## config.mk

```make
export PLATFORM = sky130hd
export DESIGN_NAME = iwwo_core
export DESIGN_NICKNAME = d
export VERILOG_FILES = /design/src/rtl/iwwo_pkg.sv /design/src/rtl/iwwo_wdt.sv /design/src/rtl/iwwo_core.sv
export VERILOG_INCLUDE_DIRS = /design/src /design/src/rtl
export SDC_FILE = /design/constraint.sdc
export NUM_CORES = 1
export LEC_CHECK = 0
export BUFFER_PORTS_ARGS = -buffer_cell sky130_fd_sc_hd__buf_2
export CAP_MARGIN = 20
export CORE_MARGIN = 2
export CORE_UTILIZATION = 45
export DETAILED_ROUTE_END_ITERATION = 7
export GPL_ROUTABILITY_DRIVEN = 0
export HOLD_SLACK_MARGIN = 0.08
export PLACE_DENSITY_LB_ADDON = 0.25
export SYNTH_ARGS = -nofsm -noshare
export SYNTH_HDL_FRONTEND = slang
export SYNTH_SLANG_ARGS = --single-unit
```

## constraint.sdc

```tcl
create_clock -name sys_clk_i -period 5.43 [get_ports sys_clk_i]
set_input_delay 0.543 -clock sys_clk_i [delete_from_list [all_inputs] [get_ports sys_clk_i]]
set_output_delay 0.543 -clock sys_clk_i [all_outputs]
set_load 0.05 [all_outputs]
```

## src/rtl/iwwo_cfg.svh

```systemverilog
`ifndef IWWO_CFG_SVH
`define IWWO_CFG_SVH

// ---------------------------------------------------------------
// opcodes
// ---------------------------------------------------------------
`define IWWO_OP_UEGI_EN   8'h33
`define IWWO_OP_WAIT      8'h36
`define IWWO_OP_WDT_RFR   8'h82
`define IWWO_OP_WDT_SLP   8'h83
`define IWWO_OP_UDGI_DIS  8'h32
`define IWWO_OP_MST_DIS   8'h34
`define IWWO_OP_MST_EN    8'h35

// ---------------------------------------------------------------
// cycle counts per instruction
// ---------------------------------------------------------------
`define IWWO_CYC_FAST     5'h07
`define IWWO_CYC_SLOW     5'h10
`define IWWO_CYC_RFR      5'h07
`define IWWO_CYC_SLP      5'h06

// ---------------------------------------------------------------
// watchdog
// ---------------------------------------------------------------
`define IWWO_WDT_W        8
`define IWWO_WDT_RST      8'h00
`define IWWO_WDT_PRE      8'h0a

`endif

```

## src/rtl/iwwo_pkg.sv

```systemverilog
package iwwo_pkg;
    typedef enum logic [2:0] {
        IWWO_IDLE = 3'b000,
        IWWO_BUSY = 3'b001,
        IWWO_WAIT = 3'b011
    } iwwo_state_t;
endpackage

```

## src/rtl/iwwo_wdt.sv

```systemverilog
`timescale 1ns/1ps
`include "iwwo_cfg.svh"

// watchdog counter: counts down on tick, frozen while disabled
module iwwo_wdt (
    input  wire logic                   sys_clk_i,
    input  wire logic                   nrst_i,
    input  wire logic                   load_i,
    input  wire logic                   stop_i,
    input  wire logic [`IWWO_WDT_W-1:0] cfg_count_i,
    output logic                        enabled_o,
    output logic                        expire_o
);
    logic [7:0]             pre;
    logic [7:0]             next_pre;
    logic [`IWWO_WDT_W-1:0] cnt;
    logic [`IWWO_WDT_W-1:0] next_cnt;
    logic                   en;
    logic                   next_en;
    logic                   next_exp;
    logic                   tick;

    // ---------------------------------------------------------------
    // next state
    // ---------------------------------------------------------------
    always_comb begin
        tick     = (pre == 8'h00);
        next_pre = tick ? `IWWO_WDT_PRE : pre - 8'h01;
        next_cnt = cnt;
        next_en  = en;
        next_exp = 1'b0;
        if (load_i) begin
            next_en  = 1'b1;
            next_cnt = cfg_count_i;
            next_pre = `IWWO_WDT_PRE;
        end else if (stop_i) begin
            next_en = 1'b0;
        end else if (en && tick) begin
            if (cnt == 8'h00) begin
                next_exp = 1'b1;
                next_en  = 1'b0;
            end else begin
                next_cnt = cnt - 8'h01;
            end
        end
    end

    // registers
    always_ff @(posedge sys_clk_i or negedge nrst_i) begin
        if (!nrst_i) begin
            pre       <= 8'h00;
            cnt       <= `IWWO_WDT_RST;
            en        <= 1'b0;
            expire_o  <= 1'b0;
        end else begin
            pre       <= next_pre;
            cnt       <= next_cnt;
            en        <= next_en;
            expire_o  <= next_exp;
        end
    end

    assign enabled_o = en;
endmodule

```

## src/rtl/iwwo_core.sv

```systemverilog
`timescale 1ns/1ps
`include "iwwo_cfg.svh"

module iwwo_core (
    input  wire logic        sys_clk_i,
    input  wire logic        nrst_i,
    input  wire logic        op_valid_i,
    input  wire logic [7:0]  opcode_i,
    input  wire logic [7:0]  cfg_reg2_i,
    input  wire logic        irq_req_i,
    input  wire logic        irq_src_active_i,
    output logic             busy_o,
    output logic             fetch_stall_o,
    output logic             power_down_o,
    output logic             global_irq_mask_o,
    output logic             master_disable_o,
    output logic             wdt_enabled_o,
    output logic             wdt_reset_o,
    output logic             flags_we_o
);
    iwwo_pkg::iwwo_state_t state;
    iwwo_pkg::iwwo_state_t next_state;
    logic [4:0]            cnt;
    logic [4:0]            next_cnt;
    logic                  mask;
    logic                  next_mask;
    logic                  mdis;
    logic                  next_mdis;
    logic                  next_wait;
    logic                  wait_dead;
    logic                  next_dead;
    logic                  wdt_load;
    logic                  wdt_stop;
    logic                  wdt_en;
    logic                  wdt_exp;
    logic                  take;

    // ---------------------------------------------------------------
    // decode and sequencing
    // ---------------------------------------------------------------
    function automatic logic is_op(input logic [7:0] op,
                                   input logic [7:0] code);
        return op == code;
    endfunction

    always_comb begin
        take       = op_valid_i && (state == iwwo_pkg::IWWO_IDLE);
        next_state = state;
        next_cnt   = cnt;
        next_mask  = mask;
        next_mdis  = mdis;
        next_dead  = wait_dead;
        next_wait  = 1'b0;
        wdt_load   = 1'b0;
        wdt_stop   = 1'b0;
        case (state)
            iwwo_pkg::IWWO_IDLE: begin
                if (take) begin
                    next_state = iwwo_pkg::IWWO_BUSY;
                    next_cnt   = mask ? `IWWO_CYC_FAST
                                      : `IWWO_CYC_SLOW;
                    if (is_op(opcode_i, `IWWO_OP_UEGI_EN)) begin
                        next_mask = !mdis;
                    end else if (is_op(opcode_i, `IWWO_OP_UDGI_DIS)) begin
                        next_mask = 1'b0;
                    end else if (is_op(opcode_i, `IWWO_OP_MST_DIS)) begin
                        next_mdis = 1'b1;
                        next_mask = 1'b0;
                    end else if (is_op(opcode_i, `IWWO_OP_MST_EN)) begin
                        next_mdis = 1'b0;
                    end else if (is_op(opcode_i, `IWWO_OP_WAIT)) begin
                        next_wait = 1'b1;
                        next_dead = !irq_src_active_i;
                    end else if (is_op(opcode_i, `IWWO_OP_WDT_RFR)) begin
                        wdt_load = 1'b1;
                        next_cnt = `IWWO_CYC_RFR;
                    end else if (is_op(opcode_i, `IWWO_OP_WDT_SLP)) begin
                        wdt_stop = 1'b1;
                        next_cnt = `IWWO_CYC_SLP;
                    end else begin
                        next_state = iwwo_pkg::IWWO_IDLE;  // not ours
                    end
                    if (next_wait) begin
                        next_state = iwwo_pkg::IWWO_WAIT;
                    end
                end
            end
            iwwo_pkg::IWWO_BUSY: begin
                // count includes the decode cycle
                if (cnt <= 5'h02) begin
                    next_state = iwwo_pkg::IWWO_IDLE;
                end else begin
                    next_cnt = cnt - 5'h01;
                end
            end
            iwwo_pkg::IWWO_WAIT: begin
                // a dead wait ignores all requests until reset
                if (irq_req_i && !wait_dead) begin
                    next_state = iwwo_pkg::IWWO_BUSY;
                end
            end
            default: begin
                next_state = iwwo_pkg::IWWO_IDLE;
            end
        endcase
    end

    // ---------------------------------------------------------------
    // state registers and outputs
    // ---------------------------------------------------------------
    always_ff @(posedge sys_clk_i or negedge nrst_i) begin
        if (!nrst_i) begin
            state             <= iwwo_pkg::IWWO_IDLE;
            cnt               <= 5'h00;
            mask              <= 1'b0;
            mdis              <= 1'b0;
            wait_dead         <= 1'b0;
            busy_o            <= 1'b0;
            fetch_stall_o     <= 1'b0;
            power_down_o      <= 1'b0;
            global_irq_mask_o <= 1'b0;
            master_disable_o  <= 1'b0;
            wdt_reset_o       <= 1'b0;
            wdt_enabled_o     <= 1'b0;
            flags_we_o        <= 1'b0;
        end else begin
            state             <= next_state;
            cnt               <= next_cnt;
            mask              <= next_mask;
            mdis              <= next_mdis;
            wait_dead         <= next_dead;
            busy_o            <= next_state != iwwo_pkg::IWWO_IDLE;
            fetch_stall_o     <= next_state == iwwo_pkg::IWWO_WAIT;
            power_down_o      <= next_state == iwwo_pkg::IWWO_WAIT;
            global_irq_mask_o <= next_mask;
            master_disable_o  <= next_mdis;
            wdt_reset_o       <= wdt_exp;
            wdt_enabled_o     <= wdt_en;
            flags_we_o        <= 1'b0;
        end
    end

    // watchdog loads from configuration register 2
    iwwo_wdt u_wdt (
        .sys_clk_i   (sys_clk_i),
        .nrst_i      (nrst_i),
        .load_i      (wdt_load),
        .stop_i      (wdt_stop),
        .cfg_count_i (cfg_reg2_i),
        .enabled_o   (wdt_en),
        .expire_o    (wdt_exp)
    );
endmodule

```

# After elaboration in Yosys (flattened, before gate mapping)
# Cells that the tools add are included.
[classes] add_sub_neg=3 n_mul=0 div=0 magnitude_cmp=1 eq_ne=14 shifts=0 mux=66 n_bitwise=4 n_reduce_logical=22
[op_table] cell="$mux W5" n=10
[op_table] cell="$mux W8" n=6
[op_table] cell="$mux W1" n=44
[op_table] cell="$eq A8 B6 Y1 const B" n=5
[op_table] cell="$eq A8 B8 Y1 const B" n=2
[op_table] cell="$logic_not A8 Y1" n=2
[op_table] cell="$sub A8 B1 Y8 const B" n=2
[op_table] cell="$mux W3" n=4
[op_table] cell="$reduce_bool A3 Y1" n=4
[op_table] cell="$pmux W5 S2" n=1
[op_table] cell="$pmux W3 S3" n=1
[op_table] cell="$reduce_and A3 Y1" n=3
[op_table] cell="$reduce_and A7 Y1" n=1
[op_table] cell="$eq A3 B2 Y1 const B" n=2
[op_table] cell="$reduce_bool A2 Y1" n=3
[op_table] cell="$le A5 B2 Y1 const B" n=1
[op_table] cell="$reduce_and A5 Y1" n=1
[op_table] cell="$sub A5 B1 Y5 const B" n=1
[op_table] cell="$ne A2 B1 Y1 const B" n=2
[op_table] cell="$ne A2 B2 Y1 const B" n=2
[op_table] cell="$not A1 Y1" n=4
[op_table] cell="$eq A3 B1 Y1 const B" n=1
[op_table] cell="$logic_and A1 B1 Y1" n=3
[op_table] cell="$logic_not A1 Y1" n=3
[op_table] cell="other kinds (2)" n=2
[totals] ff_bits=33 latch_bits=0 ramBits=0 rom_bits=0 n_memories=0

# Longest topological paths before layout
[depth] word_depth=12 depth_mapped=8 depth_no_buf=7

# Modules after synthesis
# Synthesis repeated with hierarchy kept, for this count alone.
[unflattened] cells_unflattened=193 hier_area_um2=1926.8
[modules_own_cells] module="iwwo_wdt" n_inst=1 cells_each=107 area_per_inst_um2=1068.5 seq_area_each_um2=450.4
[modules_own_cells] module="iwwo_core" n_inst=1 cells_each=86 area_per_inst_um2=858.3 seq_area_each_um2=375.4

# Worst setup path before layout
# No wires, ideal clock.
[synth_timing] path_type="input-to-reg" startpoint="input opcode_i[1]" endpoint="register u_wdt.cnt[1]" t_arrival_ns=1.874 required_ns=5.305 setup_slack_ns=3.431 cell_stages=7 path_buffers=2 path_cell_list="buf_6 nor3b_1 and4_4 buf_6 or3_1 mux2i_1 mux2_2"
[synth_between] elab_chain_cells=12 elab_cells_between_ends=29
[synth_lines] item="from (decl)" line="iwwo_core.sv:8" text="input wire logic [7:0] opcode_i,"
[synth_lines] item="$eq A8 B8 Y1" line="iwwo_core.sv:43" text="return op == code;"
[synth_lines] item="$mux W1" line="iwwo_core.sv:77" text="end else if (is_op(opcode_i, `IWWO_OP_WDT_SLP)) begin"
[synth_lines] item="$mux W1" line="iwwo_core.sv:74" text="end else if (is_op(opcode_i, `IWWO_OP_WDT_RFR)) begin"
[synth_lines] item="$mux W1" line="iwwo_core.sv:71" text="end else if (is_op(opcode_i, `IWWO_OP_WAIT)) begin"
[synth_lines] item="$mux W1" line="iwwo_core.sv:69" text="end else if (is_op(opcode_i, `IWWO_OP_MST_EN)) begin"
[synth_lines] item="$mux W1" line="iwwo_core.sv:66" text="end else if (is_op(opcode_i, `IWWO_OP_MST_DIS)) begin"
[synth_lines] item="$mux W1" line="iwwo_core.sv:64" text="end else if (is_op(opcode_i, `IWWO_OP_UDGI_DIS)) begin"
[synth_lines] item="$mux W1" line="iwwo_core.sv:62" text="if (is_op(opcode_i, `IWWO_OP_UEGI_EN)) begin"
[synth_lines] item="$mux W1" line="iwwo_core.sv:58" text="if (take) begin"
[synth_lines] item="$mux W1" line="iwwo_core.sv:56" text="case (state)"
[synth_lines] item="$ne A2 B1 Y1 (no line)"
[synth_lines] item="$reduce_and A3 Y1 (no line)"
[synth_lines] item="to (signal assigned)" line="iwwo_wdt.sv:52" text="cnt <= `IWWO_WDT_RST;"
[synth_lines] item="to (signal assigned)" line="iwwo_wdt.sv:57" text="cnt <= next_cnt;"
[synth_lines] item="to (decl)" line="iwwo_wdt.sv:16" text="logic [`IWWO_WDT_W-1:0] cnt;"
# Several ways; a longest one is shown, not always the timed one.
# A chain may end at the register's enable or synchronous reset.

# Worst setup path after layout
[layout_timing] startpoint="register u_wdt.pre[0]" endpoint="register u_wdt.cnt[1]"
[layout_between] elab_chain_cells=4
[layout_lines] item="from (decl)" line="iwwo_wdt.sv:14" text="logic [7:0] pre;"
[layout_lines] item="from (signal assigned)" line="iwwo_wdt.sv:56" text="pre <= next_pre;"
[layout_lines] item="$logic_not A8 Y1" line="iwwo_wdt.sv:27" text="tick = (pre == 8'h00);"
[layout_lines] item="$logic_and A1 B1 Y1" line="iwwo_wdt.sv:38" text="end else if (en && tick) begin"
[layout_lines] item="$reduce_bool A2 Y1 (no line)"
[layout_lines] item="$reduce_and A3 Y1 (no line)"
# No other way between the ends.

==> flow_summary.rst <==
.. list-table::
   :header-rows: 1

   * - Metric
     - Value
   * - Sink Count
     - 33
   * - Final routed wirelength across all metal layers
     - 3.57 mm
   * - Die width
     - 68.7 µm
   * - Buffer cell driving the clock tree root
     - sky130_fd_sc_hd__clkbuf_8
   * - Unique cell type count in the Yosys netlist
     - 46
   * - Max Buffers Root-to-Sink
     - 2
   * - Clock transition at the register clock pins on the worst setup and hold paths after CTS
     - 0.07 ns
   * - Clock H-tree levels
     - 2
   * - Share of the synthesized area in the top cell type
     - 43.9%
   * - Final period util
     - 39.7%
   * - Largest incremental delay on the critical path
     - 0.42 ns
   * - Flops & latches, synth
     - 33
   * - Class of the worst hold path
     - input port to asynchronous set/reset pin
   * - Max Clk Rate
     - 464 MHz
   * - Antenna violations before repair
     - 0
   * - Setup CP Type
     - flop to flop
   * - Cell family contributing the most delay on the critical path
     - simple AND/OR/NAND/NOR gates
   * - Die area
     - 4720 µm²
   * - Number of buffers inserted by port buffering
     - 27
   * - TritonCTS clock tree
     - built
   * - Synth top area cells
     - sky130_fd_sc_hd__dfrtp_1 44%, sky130_fd_sc_hd__nor2_1 4.6%, sky130_fd_sc_hd__xnor2_1 4.2%
   * - Core area
     - 4000 µm²
   * - Minimum hold slack
     - 0.318 ns
   * - Final setup margin
     - 3.28 ns
   * - Maximum number of pins on one net before global-route repair
     - 34
   * - Finish-stage setup viols
     - 0
   * - Most common library cell in the layout ignoring fill and taps
     - sky130_fd_sc_hd__dfrtp_1
   * - Total half-perimeter wirelength after legalization and detailed placement
     - 2.70 mm
   * - Average detailed-routed wire length per instance
     - 13.5 µm
   * - Clock latency on the worst-skew pair
     - 0.28 ns
   * - Pwr dens
     - 285 nW/µm²
   * - Total global routing overflow
     - 0
   * - Num CTS Buffers
     - 5
   * - Hold_buf cts
     - 0
   * - Share of the yosys chip area belonging to registers
     - 43.9%
   * - Per-cell via count in the routed design
     - 5.29
   * - Area Overhead vs Synth
     - 12.2%
   * - Status
     - complete, no violations
   * - Die span in y
     - 68.7 µm
   * - Crit Reg-Reg Endpoint
     - u_wdt.cnt[1]
   * - Worst Tran Pin Value
     - 0.725 ns
   * - Worst-case setup slack after placement
     - 3.22 ns
   * - Launching point of the worst reg2reg path
     - u_wdt.pre[0]
   * - Final core area utilization
     - 52.8%
   * - Layout cells sized above 1
     - 22.8%
   * - Wire length of the first global-routing pass
     - 6.24 mm
   * - Gate Count Post-Synth
     - 186
   * - Setup crit end kind
     - flop
   * - Number of non-filler instances in the completed layout
     - 265
   * - Dominant register cell in the synthesized netlist
     - sky130_fd_sc_hd__dfrtp_1
   * - Final ANT Viol Nets
     - 0
   * - Maximum clock skew at final layout
     - 0.00856 ns
   * - Setup crit start kind
     - flop
   * - Number of top-level pins
     - 29
   * - DRC violation count after routing
     - 0
   * - Register-to-Register Path Depth
     - 7
   * - Hold violation total from the final report
     - 0
   * - Highest fanout seen on the critical path
     - 6
   * - Post-CTS Setup Bufs
     - 0
   * - Setup Total Neg Slack
     - 0 ns
   * - Chain of cells forming the critical path
     - inv_1 -> ha_1 -> nor4b_2 -> nand3_2 -> or3_1 -> mux2i_1 -> mux2_2
   * - Required time reported for the critical path endpoint
     - 5.59 ns
   * - Maximum vdd drop
     - 144 µV
   * - Worst R2R Setup Slack
     - 3.28 ns
   * - Via count
     - 1401
   * - Antenna diode count
     - 0
   * - Leakage power figure
     - 0.898 nW
   * - Combined area of all synthesized cells
     - 1880 µm²
   * - Data arrival time of the critical path
     - 2.32 ns
   * - Starting density of the core
     - 47.1%
   * - Placed Cells
     - 257
   * - Tot GR Track Use
     - 18.1%
   * - Number of violations reported at the end of detailed-routing iteration 0
     - 40
   * - Count of nets after finishing
     - 240
   * - Cell with the biggest individual delay on the critical path
     - sky130_fd_sc_hd__or3_1
   * - Buffers & Inverters on Critical Path
     - 1
   * - Most area-hungry cell type in the Yosys netlist
     - sky130_fd_sc_hd__dfrtp_1
   * - Detailed Routing Iterations Pass 1
     - 4
   * - Number of global-route vias before repair
     - 1338
   * - Worst path depth
     - 7
   * - CTS-repair resized insts
     - 0
   * - Share of flip-flops with an asynchronous set or reset
     - 100%
   * - Post-synth EDFFs
     - 0
   * - Max_slew headroom
     - 51.7%
   * - Leading cell types in the layout, fill and taps excluded
     - 33 x sky130_fd_sc_hd__dfrtp_1, 27 x sky130_fd_sc_hd__buf_2, 23 x sky130_fd_sc_hd__nor2_1, 12 x sky130_fd_sc_hd__nand2_1, 9 x sky130_fd_sc_hd__xnor2_1
   * - Count of synthesis-stage warnings from yosys
     - 0
   * - RSZ-0062 raised after global routing
     - false
   * - Synthesized area per cell
     - 10.1 µm²
   * - Final number of max-transition violations
     - 0
   * - Time the final worst path needs with I/O delays and setup
     - 2.15 ns
   * - Number of max-capacitance violations reported
     - 0
   * - Number of placement rows
     - 23
==> stage by stage <==
stage / instance area [µm²] / power (mW)
floorplan: 1890 / 0.395
global placement: 2030 / 0.426
detailed placement: 2030 / 0.430
CTS: 2110 / 0.612
global route: 2110 / 0.646
finish: 2110 / 0.603
==> flip-flops by register name, summed over array words and instances, names as in the netlist <==
| name | cells |
|---|---|
| u_wdt.cnt | 8 |
| u_wdt.pre | 8 |
| cnt | 5 |
| state | 3 |
| busy_o | 1 |
| mask | 1 |
| mdis | 1 |
| power_down_o | 1 |
| u_wdt.enabled_o | 1 |
| u_wdt.expire_o | 1 |
| wait_dead | 1 |
| wdt_enabled_o | 1 |
| wdt_reset_o | 1 |
==> worst max-delay path by stage <==
stage / start / end / slack [ns]
after floorplan: opcode_i[1] / u_wdt.cnt[1] / 3.43
after global placement: op_valid_i / u_wdt.cnt[1] / 3.24
after detailed placement: op_valid_i / u_wdt.cnt[1] / 3.22
after CTS: u_wdt.pre[0] / u_wdt.cnt[1] / 3.26
after global routing: u_wdt.pre[0] / u_wdt.cnt[6] / 2.93
final: u_wdt.pre[0] / u_wdt.cnt[1] / 3.28
==> layout make-up <==
class / count / area, µm²
clock inverter: 3 / 17.5
clock buffer: 5 / 68.8
tap: 50 / 62.6
inverter: 8 / 30.0
timing repair buffer: 27 / 135
sequential: 33 / 826
multi-input combinational: 139 / 972
fill: 382 / 1890
==> where the power goes <==
| part | internal (mW) | total [mW] | switching (mW) |
|---|---|---|---|
| combinational | 0.0525 | 0.111 | 0.0583 |
| sequential | 0.278 | 0.314 | 0.0356 |
| clock | 0.0884 | 0.178 | 0.0901 |
==> logic make-up after synthesis <==
family,count (synthesis),share of synthesized area (%)
compound gates,33,11.4
xor+xnor,13,6.05
fa+ha+maj,5,3.32
buf+inv,15,4.72
flops,33,43.9
mux,4,2.26
other cells,1,0.199
simple gates,82,28.2
==> routing by layer <==
layer / share of wire [%] / wire length (µm) / up-vias / GRT usage, %
met1: 48 / 1730 / 649 / 25.0
met5: 0 / 0 / - / 0
met3: 3.6 / 128 / 6 / 3.90
met2: 46 / 1650 / 23 / 27.6
li1: - / - / 723 / -
met4: 1.8 / 66 / 0 / 7.35
==> synthesized netlist by cell type, types with 4 or more instances <==
library cell and number:
sky130_fd_sc_hd__a31oi_1 4, sky130_fd_sc_hd__nand2_1 12, sky130_fd_sc_hd__xnor2_1 9, sky130_fd_sc_hd__xor2_1 4, sky130_fd_sc_hd__a21oi_1 8, sky130_fd_sc_hd__nor3_1 6
sky130_fd_sc_hd__nor4_1 5, sky130_fd_sc_hd__inv_1 8, sky130_fd_sc_hd__nor2_1 23, sky130_fd_sc_hd__dfrtp_1 33, sky130_fd_sc_hd__o21ai_0 8, sky130_fd_sc_hd__ha_1 5
sky130_fd_sc_hd__or3_1 5
Power figures use the tool's default switching activity.
